File: src/design/brq_pkg.sv
// Shared constants and types of the request-channel initiator.
// Assumes one rising-edge clock and a synchronous active-low reset.

package brq_pkg;

  ////////////////////////////////////////////////////////////////////////////
  // Command codes on the two-bit command field
  localparam logic [1:0] BRQ_CMD_NOP    = 2'h0;
  localparam logic [1:0] BRQ_CMD_READ   = 2'h1;
  localparam logic [1:0] BRQ_CMD_WRITE  = 2'h2;
  localparam logic [1:0] BRQ_CMD_LOCKRD = 2'h3;

  ////////////////////////////////////////////////////////////////////////////
  // Default geometry
  localparam int BRQ_CELL_BYTES = 4;
  localparam int BRQ_ADDR_W     = 32;
  localparam int BRQ_PLEN_W     = 9;
  localparam int BRQ_PLEN_W_MAX = 9;
  localparam int BRQ_CLEN_W     = 8;
  localparam int BRQ_FIFO_DEPTH = 16;

  ////////////////////////////////////////////////////////////////////////////
  // Sequencer states
  typedef enum logic [1:0] {
    BRQ_IDLE,
    BRQ_FILL,
    BRQ_SEND
  } brq_state_t;

endpackage : brq_pkg

File: src/design/brq_fifo.sv
// Write-data FIFO with registered read data.
// Assumes one clock and a synchronous active-low reset.

`timescale 1ns/10ps
`default_nettype none

module brq_fifo #(
  parameter int WIDTH = 32,
  parameter int DEPTH = 16
) (
  input  wire logic             clk,
  input  wire logic             resetn,
  input  wire logic             in_valid,
  output logic                  in_ready,
  input  wire logic [WIDTH-1:0] in_data,
  output logic                  out_valid,
  input  wire logic             out_ready,
  output logic      [WIDTH-1:0] out_data
);

  localparam int PW = $clog2(DEPTH);
  localparam int CW = $clog2(DEPTH + 1);

  if (DEPTH < 2 || (DEPTH & (DEPTH - 1)) != 0) begin : g_chk
    $error("brq_fifo: DEPTH must be a power of two, at least 2");
  end

  typedef struct packed {
    logic [PW-1:0]    wp;
    logic [PW-1:0]    rp;
    logic [CW-1:0]    cnt;
    logic             ovalid;
    logic [WIDTH-1:0] odata;
  } brq_fifo_regs_t;

  brq_fifo_regs_t   r;
  brq_fifo_regs_t   next_r;
  logic [WIDTH-1:0] mem [DEPTH];
  logic             push;
  logic             take;

  ////////////////////////////////////////////////////////////////////////////
  // Flow control
  assign in_ready  = r.cnt != CW'(DEPTH);
  assign out_valid = r.ovalid;
  assign out_data  = r.odata;
  assign push      = in_valid && in_ready;
  assign take      = (r.cnt != '0) && (!r.ovalid || out_ready);

  always_comb begin
    next_r = r;
    if (out_ready) begin
      next_r.ovalid = 1'b0;
    end
    if (take) begin
      next_r.odata  = mem[r.rp];
      next_r.ovalid = 1'b1;
      next_r.rp     = r.rp + PW'(1);
    end
    if (push) begin
      next_r.wp = r.wp + PW'(1);
    end
    next_r.cnt = r.cnt + CW'(push) - CW'(take);
  end

  ////////////////////////////////////////////////////////////////////////////
  // Storage
  always_ff @(posedge clk) begin
    if (push) begin
      mem[r.wp] <= in_data;
    end
  end

  always_ff @(posedge clk) begin
    if (!resetn) begin
      r <= '0;
    end else begin
      r <= next_r;
    end
  end

endmodule : brq_fifo

`default_nettype wire

File: src/design/brq_initiator.sv
// Initiator end of a request channel: turns user packet requests into cells.
// Assumes the target acknowledges cells and that clk and resetn are shared.
//
// What this block does
// - Hold valid and every request field steady until acknowledge seen.
// - Raise valid only for requests the user aims at this target.
// - A cell moves on the edge sampling valid and acknowledge high.
// - Drop valid the edge after acceptance unless another cell of the same packet is loaded.
// - Command codes: 00 no-op, 01 read, 10 write, 11 locked read.
// - Command field holds a legal code whenever valid is high.
// - End-of-packet low promises next cell at next higher address, same address in constant mode, wrap base at window end.
// - Packet completes when a cell with end-of-packet transfers.
// - Chain-fixed keeps command, modes and length same across chain.
// - Chain length counts packets left; the last carries zero.
// - Contiguous steps by cell size; partial edge cells by bytes moved.
// - Packet length in bytes, legal range one to 511.
// - Zero length means undefined; packet ends on end-of-packet.
// - Packet length stays equal on every cell of a packet.
// - Length ties first and last active byte enables to cell count.
// - During reset valid stays low so the channel rests idle.
// - Write data valid whenever valid is high on a write.

`timescale 1ns/10ps
`default_nettype none

module brq_initiator
  import brq_pkg::*;
#(
  parameter int BYTES  = BRQ_CELL_BYTES,
  parameter int ADDR_W = BRQ_ADDR_W,
  parameter int PLEN_W = BRQ_PLEN_W,
  parameter int CLEN_W = BRQ_CLEN_W,
  parameter int FDEPTH = BRQ_FIFO_DEPTH
) (
  input  wire logic                 clk,
  input  wire logic                 resetn,
  // User request port
  input  wire logic                 req_valid,
  output logic                      req_ready,
  input  wire logic [1:0]           req_cmd,
  input  wire logic [ADDR_W-1:0]    req_addr,
  input  wire logic [PLEN_W-1:0]    req_plen,
  input  wire logic [PLEN_W-1:0]    req_ncells,
  input  wire logic                 req_contig,
  input  wire logic                 req_wrap,
  input  wire logic                 req_const,
  input  wire logic [CLEN_W-1:0]    req_clen,
  // User write data
  input  wire logic                 wr_valid,
  output logic                      wr_ready,
  input  wire logic [8*BYTES-1:0]   wr_data,
  // User status
  output logic                      busy,
  output logic                      pkt_done,
  output logic                      chain_done,
  // Request channel pins
  output logic                      vci_cmdval,
  input  wire logic                 vci_cmdack,
  output logic      [1:0]           vci_cmd,
  output logic      [ADDR_W-1:0]    vci_address,
  output logic      [BYTES-1:0]     vci_be,
  output logic      [8*BYTES-1:0]   vci_wdata,
  output logic                      vci_eop,
  output logic                      vci_cfixed,
  output logic      [CLEN_W-1:0]    vci_clen,
  output logic                      vci_contig,
  output logic                      vci_wrap,
  output logic                      vci_const_addr,
  output logic      [PLEN_W-1:0]    vci_plen
);

  localparam int OFFW = $clog2(BYTES);
  localparam int XW   = PLEN_W + 1;

  if (BYTES < 2 || (BYTES & (BYTES - 1)) != 0) begin : g_chk_bytes
    $error("brq_initiator: BYTES must be a power of two, at least 2");
  end
  if (PLEN_W > BRQ_PLEN_W_MAX || (1 << PLEN_W) < BYTES) begin : g_chk_plen
    $error("brq_initiator: PLEN_W out of range");
  end
  if (ADDR_W <= OFFW + PLEN_W) begin : g_chk_addr
    $error("brq_initiator: ADDR_W too narrow");
  end

  typedef struct packed {
    brq_state_t           st;
    logic                 cmdval;
    logic [1:0]           cmd;
    logic [ADDR_W-1:0]    address;
    logic [BYTES-1:0]     be;
    logic [8*BYTES-1:0]   wdata;
    logic                 eop;
    logic                 cfixed;
    logic [CLEN_W-1:0]    clen;
    logic                 contig;
    logic                 wrap;
    logic                 cnst;
    logic [PLEN_W-1:0]    plen;
    logic [ADDR_W-1:0]    start;
    logic [ADDR_W-1:0]    nxt_addr;
    logic [PLEN_W-1:0]    rem;
    logic [PLEN_W-1:0]    ncell;
    logic [PLEN_W-1:0]    ncell_init;
    logic                 pkt_done;
    logic                 chain_done;
  } brq_regs_t;

  brq_regs_t            r;
  brq_regs_t            next_r;

  logic                 f_valid;
  logic                 f_ready;
  logic [8*BYTES-1:0]   f_data;

  logic                 is_write;
  logic                 is_nop;
  logic                 undef_len;
  logic                 can_load;
  logic                 load;
  logic [XW-1:0]        off_x;
  logic [XW-1:0]        room;
  logic [XW-1:0]        rem_x;
  logic                 cell_last;
  logic [PLEN_W-1:0]    moved;
  logic [BYTES-1:0]     cell_be;
  logic [ADDR_W-1:0]    aligned;
  logic [ADDR_W-1:0]    plen_a;
  logic [ADDR_W-1:0]    wbase;
  logic [ADDR_W-1:0]    wlim;
  logic                 pow2;
  logic                 wrap_en;
  logic [ADDR_W-1:0]    adv_addr;

  ////////////////////////////////////////////////////////////////////////////
  // Write data buffer
  brq_fifo #(
    .WIDTH (8*BYTES),
    .DEPTH (FDEPTH)
  ) u_fifo (
    .clk       (clk),
    .resetn    (resetn),
    .in_valid  (wr_valid),
    .in_ready  (wr_ready),
    .in_data   (wr_data),
    .out_valid (f_valid),
    .out_ready (f_ready),
    .out_data  (f_data)
  );

  ////////////////////////////////////////////////////////////////////////////
  // Next cell geometry
  assign is_write  = r.cmd == BRQ_CMD_WRITE;
  assign is_nop    = r.cmd == BRQ_CMD_NOP;
  assign undef_len = r.plen == '0;
  assign can_load  = !is_write || f_valid;
  assign off_x     = XW'(r.nxt_addr[OFFW-1:0]);
  assign room      = XW'(BYTES) - off_x;
  assign rem_x     = {1'b0, r.rem};

  always_comb begin
    if (is_nop) begin
      cell_last = 1'b1;
    end else if (undef_len) begin
      cell_last = r.ncell <= PLEN_W'(1);
    end else begin
      cell_last = rem_x <= room;
    end
  end

  // Partial first and last cells count only the bytes they move
  assign moved = (cell_last && !undef_len) ? r.rem : room[PLEN_W-1:0];

  // Active lanes span from the start offset to the last byte left
  for (genvar i = 0; i < BYTES; i++) begin : g_be
    localparam logic [XW-1:0] LANE = XW'(i);
    assign cell_be[i] = !is_nop && (LANE >= off_x)
                        && (undef_len || (LANE - off_x) < rem_x);
  end

  assign aligned  = {r.nxt_addr[ADDR_W-1:OFFW], OFFW'(0)} + ADDR_W'(BYTES);
  assign plen_a   = ADDR_W'(r.plen);
  assign wbase    = r.start & ~(plen_a - ADDR_W'(1));
  assign wlim     = wbase + plen_a;
  assign pow2     = !undef_len && ((r.plen & (r.plen - PLEN_W'(1))) == '0);
  assign wrap_en  = r.contig && r.wrap && !r.cnst && pow2;

  always_comb begin
    if (r.cnst) begin
      adv_addr = r.nxt_addr;
    end else if (wrap_en && aligned >= wlim) begin
      adv_addr = wbase;
    end else begin
      adv_addr = aligned;
    end
  end

  ////////////////////////////////////////////////////////////////////////////
  // Sequencer
  always_comb begin
    next_r            = r;
    load              = 1'b0;
    next_r.pkt_done   = 1'b0;
    next_r.chain_done = 1'b0;
    case (r.st)
      BRQ_IDLE: begin
        if (req_valid) begin
          next_r.cmd        = req_cmd;
          next_r.start      = req_addr;
          next_r.nxt_addr   = req_addr;
          next_r.plen       = req_plen;
          next_r.rem        = req_plen;
          next_r.ncell      = req_ncells;
          next_r.ncell_init = req_ncells;
          next_r.contig     = req_contig;
          next_r.wrap       = req_wrap;
          next_r.cnst       = req_const;
          next_r.clen       = req_clen;
          next_r.cfixed     = req_clen != '0;
          next_r.st         = BRQ_FILL;
        end
      end
      BRQ_FILL: begin
        if (can_load) begin
          load      = 1'b1;
          next_r.st = BRQ_SEND;
        end
      end
      BRQ_SEND: begin
        if (vci_cmdack) begin
          if (r.eop) begin
            next_r.cmdval   = 1'b0;
            next_r.pkt_done = 1'b1;
            if (r.clen == '0) begin
              next_r.chain_done = 1'b1;
              next_r.st         = BRQ_IDLE;
            end else begin
              // Same fields and address pattern for the next packet
              next_r.clen     = r.clen - CLEN_W'(1);
              next_r.nxt_addr = r.start;
              next_r.rem      = r.plen;
              next_r.ncell    = r.ncell_init;
              next_r.st       = BRQ_FILL;
            end
          end else if (can_load) begin
            load = 1'b1;
          end else begin
            next_r.cmdval = 1'b0;
            next_r.st     = BRQ_FILL;
          end
        end
      end
      default: begin
        next_r.st     = BRQ_IDLE;
        next_r.cmdval = 1'b0;
      end
    endcase
    if (load) begin
      next_r.cmdval   = 1'b1;
      next_r.address  = r.nxt_addr;
      next_r.be       = cell_be;
      next_r.eop      = cell_last;
      next_r.wdata    = is_write ? f_data : '0;
      next_r.nxt_addr = adv_addr;
      next_r.rem      = r.rem - moved;
      next_r.ncell    = r.ncell - PLEN_W'(1);
    end
  end

  // Buffer head leaves only when copied into the cell register
  assign f_ready = load && is_write;

  always_ff @(posedge clk) begin
    if (!resetn) begin
      r <= '0;
    end else begin
      r <= next_r;
    end
  end

  ////////////////////////////////////////////////////////////////////////////
  // Outputs
  assign req_ready      = r.st == BRQ_IDLE;
  assign busy           = r.st != BRQ_IDLE;
  assign pkt_done       = r.pkt_done;
  assign chain_done     = r.chain_done;
  assign vci_cmdval     = r.cmdval;
  assign vci_cmd        = r.cmd;
  assign vci_address    = r.address;
  assign vci_be         = r.be;
  assign vci_wdata      = r.wdata;
  assign vci_eop        = r.eop;
  assign vci_cfixed     = r.cfixed;
  assign vci_clen       = r.clen;
  assign vci_contig     = r.contig;
  assign vci_wrap       = r.wrap;
  assign vci_const_addr = r.cnst;
  assign vci_plen       = r.plen;

endmodule : brq_initiator

`default_nettype wire

File: config.mk
export PLATFORM = sky130hd
export DESIGN_NAME = brq_initiator
export DESIGN_NICKNAME = d
export VERILOG_FILES = /design/src/design/brq_pkg.sv /design/src/design/brq_fifo.sv /design/src/design/brq_initiator.sv
export SDC_FILE = /design/constraint.sdc
export NUM_CORES = 1
export LEC_CHECK = 0
export BUFFER_PORTS_ARGS = -buffer_cell sky130_fd_sc_hd__buf_2
export CAP_MARGIN = 20
export CORE_MARGIN = 8
export CORE_UTILIZATION = 49
export CTS_CLUSTER_SIZE = 16
export DETAILED_ROUTE_END_ITERATION = 10
export GPL_TIMING_DRIVEN = 0
export PLACE_DENSITY = 0.76
export SKIP_CTS_REPAIR_TIMING = 1
export SYNTH_ARGS = -nofsm -noshare
export SYNTH_HDL_FRONTEND = slang
export SYNTH_SLANG_ARGS = --single-unit
File: constraint.sdc
create_clock -name clk -period 7.45 [get_ports clk]
set_clock_uncertainty 0.2 [all_clocks]
set_input_delay 0.3725 -clock clk [delete_from_list [all_inputs] [get_ports clk]]
set_output_delay 0.3725 -clock clk [all_outputs]
set_load 0.01 [all_outputs]
==> metrics.log <==
[metrics] iteration count of the initial detailed-routing pass: 6
[metrics] most frequent standard cell in the layout excluding fill and tap cells: sky130_fd_sc_hd__edfxtp_1
[metrics] most frequent cells in the layout: 512 x sky130_fd_sc_hd__edfxtp_1, 328 x sky130_fd_sc_hd__nand2_1, 238 x sky130_fd_sc_hd__dfxtp_1, 214 x sky130_fd_sc_hd__a21oi_1, 211 x sky130_fd_sc_hd__buf_2
[metrics] setup TNS after final layout: 0 ns
[metrics] CP max FO: 10
[metrics] max-cap violations: 0
[metrics] buffer cell driving the clock tree root: sky130_fd_sc_hd__clkbuf_16
[metrics] GPL Wtd Cong: 0.977
[metrics] Crit Reg-Reg Startpoint: vci_plen[1]
[metrics] GRT Resource Usage Total: 25.4%
[metrics] final slew viol count: 0
[metrics] syn nets: 2733
[metrics] crit path max-delay cell type: sky130_fd_sc_hd__o31ai_2
[metrics] clock tree from TritonCTS: yes
[metrics] ys flop type: sky130_fd_sc_hd__edfxtp_1
[metrics] CTS Buf Count: 78
[metrics] crit path capture type: flop
[metrics] worst setup slack after layout: 0.232 ns
[metrics] share of synthesized flip-flops with an asynchronous set or reset: 0%
[metrics] Crit path largest cell delay: 0.68 ns
[metrics] total gr overflow: 0
[metrics] count of yosys warnings during synthesis: 0
[metrics] CP Data Arrival Time: 7.49 ns
[metrics] highest clock rate: 139 MHz
[metrics] crit path launch type: flop
[metrics] largest net degree at the start of global routing: 20
[metrics] Layout Utilization: 58.7%
[metrics] vias in the first global route: 23678
[metrics] height of the die: 276 um
[metrics] sequential share of power: 37.9%
[metrics] fraction of final layout cells sized beyond drive strength 1: 21.2%
[metrics] Tmin final: 7.22 ns
[metrics] Req. time, crit path: 7.72 ns
[metrics] detailed router's first-iteration violation count: 3023
[metrics] nets: 3136
[metrics] initial core utilization: 49.4%
[metrics] part of the Yosys area used for sequential elements: 60.7%
[metrics] Worst path most repeated cell: sky130_fd_sc_hd__ha_1
[metrics] Post-Place Cell Area: 35800 um^2
[metrics] final non-filler cell area: 39400 um^2
[metrics] maximum ir drop on the vdd rail: 0.000277 V
[metrics] normalized max-slew margin: 23.8%
[metrics] class of the tightest hold or removal check: primary input to flop
[metrics] count of different cell masters after synthesis: 73
[metrics] ordered cell list for the critical path: clkbuf_2, inv_1, ha_1, or3b_1, or3_1, ha_1, and2_1, ha_1, nand3_1, o31ai_2, buf_2, nand3_1, xor2_1, ha_1, a21oi_1, o21ai_0, a221oi_1, o21ai_0, o31ai_2, buf_2, mux2i_1, a21oi_1
[metrics] H-tree level count: 3
[metrics] actual transition at the worst max-transition pin: 1.14 ns
[metrics] Finish-stage setup viols: 0
[metrics] total length of routed wires: 101000 um
[metrics] initial antenna violation count: 6
[metrics] Net Sw Frac: 34.5%
[metrics] number of vias after detailed routing: 23495
[metrics] detailed placer's ending HPWL: 68900 um
[metrics] worst-case setup slack after placement: 0.345 ns
[metrics] P_leak: 14.2 nW
[metrics] sw power: 0.00466 W
[metrics] Logic pwr share: 32.9%
[metrics] Routed wire per std cell: 26.1 um
[metrics] Clock power frac: 29.2%
[metrics] Power Total: 0.0135 W
[metrics] core region area: 67200 um^2
[metrics] Post-Syn Instances: 2531
[metrics] number of flops mapped to enable cells by yosys: 512
[metrics] final worst hold slack: -0.00553 ns
[metrics] count of unresolved DRC violations after routing: 0
[metrics] launching instance or port of the critical path: vci_plen[1]
[metrics] PortBufs: 196
[metrics] status: finished with violations
[metrics] average instance area after synthesis: 13.1 um^2
[metrics] clock-pin slew on the worst setup and hold paths: 0.06 ns
[metrics] CTS max path bufs: 3
[metrics] Hold Vio Cnt, Final: 2
[metrics] total of fill cells in the finished design: 5072
[metrics] detailed-route vias per instance: 6.07
[metrics] setup repair after global routing missed its margin: no
[metrics] failing checks: hold timing
[metrics] Pwr per Cell Area: 343 nW/um^2
[metrics] area of the mapped netlist: 33200 um^2
[metrics] IO Count: 198
[metrics] launch instance of the worst min-delay path: req_clen[6]
[metrics] count of clock tree sinks: 750
[metrics] number of nets still failing antenna checks after routing: 0
[metrics] full die area: 76300 um^2
[metrics] Row Count: 95
[metrics] floorplan die width: 276 um
[metrics] area delta synth->final: 18.8%
[metrics] Worst-Skew Late Latency: 0.64 ns
[metrics] cell-internal power: 0.00886 W
[metrics] category of the critical setup timing path: flop to flop
[metrics] post-route clock period utilization: 96.9%
[metrics] flip-flop and latch count after synthesis: 750
[metrics] global-route wire length before repair: 148000 um
[registers in the layout, summed over array words and instances, names as in the netlist, 2 cells and up, named ones only]
name	cells
vci_cmd	2
off_x	2
vci_wdata	32
vci_clen	8
vci_be	4
r	91
vci_plen	9
u_fifo.out_data	32
u_fifo.r	13
vci_address	32
u_fifo.mem	512
[cells by family after synthesis]
group	synth area share [%]
and+or+nand+nor	8.95
xor gates and xnor gates	1.50
AOI/OAI and AO/OA	8.41
adders and majority gates	3.89
buffers and inverters	4.29
muxes	12.3
DFF	60.7
[power by group through the flow]
stage / clock (W) / combinational (W) / sequential (W)
global placement: 0 / 0.00413 / 0.00518
global route: 0.00414 / 0.00480 / 0.00516
floorplan: 0 / 0.00296 / 0.00509
CTS: 0.00398 / 0.00434 / 0.00511
detailed placement: 0 / 0.00429 / 0.00519
finish: 0.00395 / 0.00445 / 0.00512
[Yosys cell counts (all sizes together), types with 51 or more instances]
cell	instances	area, um^2
a22oi	56	420
nor2	168	631
a21oi	214	1070
nand2	328	1230
buf	122	802
dfxtp	238	4760
mux4	160	3600
clkbuf	113	425
inv	52	195
edfxtp	512	15400
ha	100	1250
o21ai	51	255
[cell type report]
type / instances / area, um^2 / share of cell area (%)
Clock inverter: 45 / 504 / 1.28
Tap cell: 873 / 1090 / 2.77
Buffer: 235 / 1230 / 3.11
Multi-Input combinational cell: 1494 / 11700 / 29.8
Antenna cell: 4 / 10.0 / 0.0254
Sequential cell: 750 / 20100 / 51.1
Inverter: 52 / 195 / 0.495
Clock buffer: 97 / 2090 / 5.31
Timing Repair Buffer: 323 / 2440 / 6.19
[through the flow]
stage | cells | hold WS, ns
6_report | 3873 | -0.00553
5_1_grt | 3871 | 0.0133
4_1_cts | 3771 | -0.247
3_5_place_dp | 3629 | 0.247
3_3_place_gp | 3600 | 0.241
2_1_floorplan | 2531 | 0.236
[worst max-delay path, delay by kind of cell, from the launching register on]
| family | cells | cell delay [ns] |
|---|---|---|
| buffers and inverters | 4 | 1.25 |
| adders and majority gates | 4 | 1.14 |
| xor gates and xnor gates | 1 | 0.16 |
| and+or+nand+nor | 5 | 1.26 |
| DFF | 1 | 0.33 |
| muxes | 1 | 0.29 |
| AOI/OAI and AO/OA | 7 | 2.40 |
[worst paths after layout]
kind / to / slack [ns] / cells past startpoint
setup / recovery: r[49] / 0.23 / 22
hold / removal: vci_clen[6] / -0.006 / 5
setup reg to reg: r[49] / 0.23 / 22
hold reg to reg: vci_address[14] / 0.25 / 2
[metal layers]
| layer | vias up | global-route usage (%) | part of all wire [%] |
|---|---|---|---|
| met5 | - | 0 | 0.019 |
| met4 | 4 | 12.1 | 5.0 |
| met3 | 304 | 4.74 | 8.6 |
| met2 | 1423 | 44.9 | 51 |
| met1 | 11541 | 29.7 | 36 |
| li1 | 10223 | - | - |
Note: power is estimated with default switching activity, not from simulation.
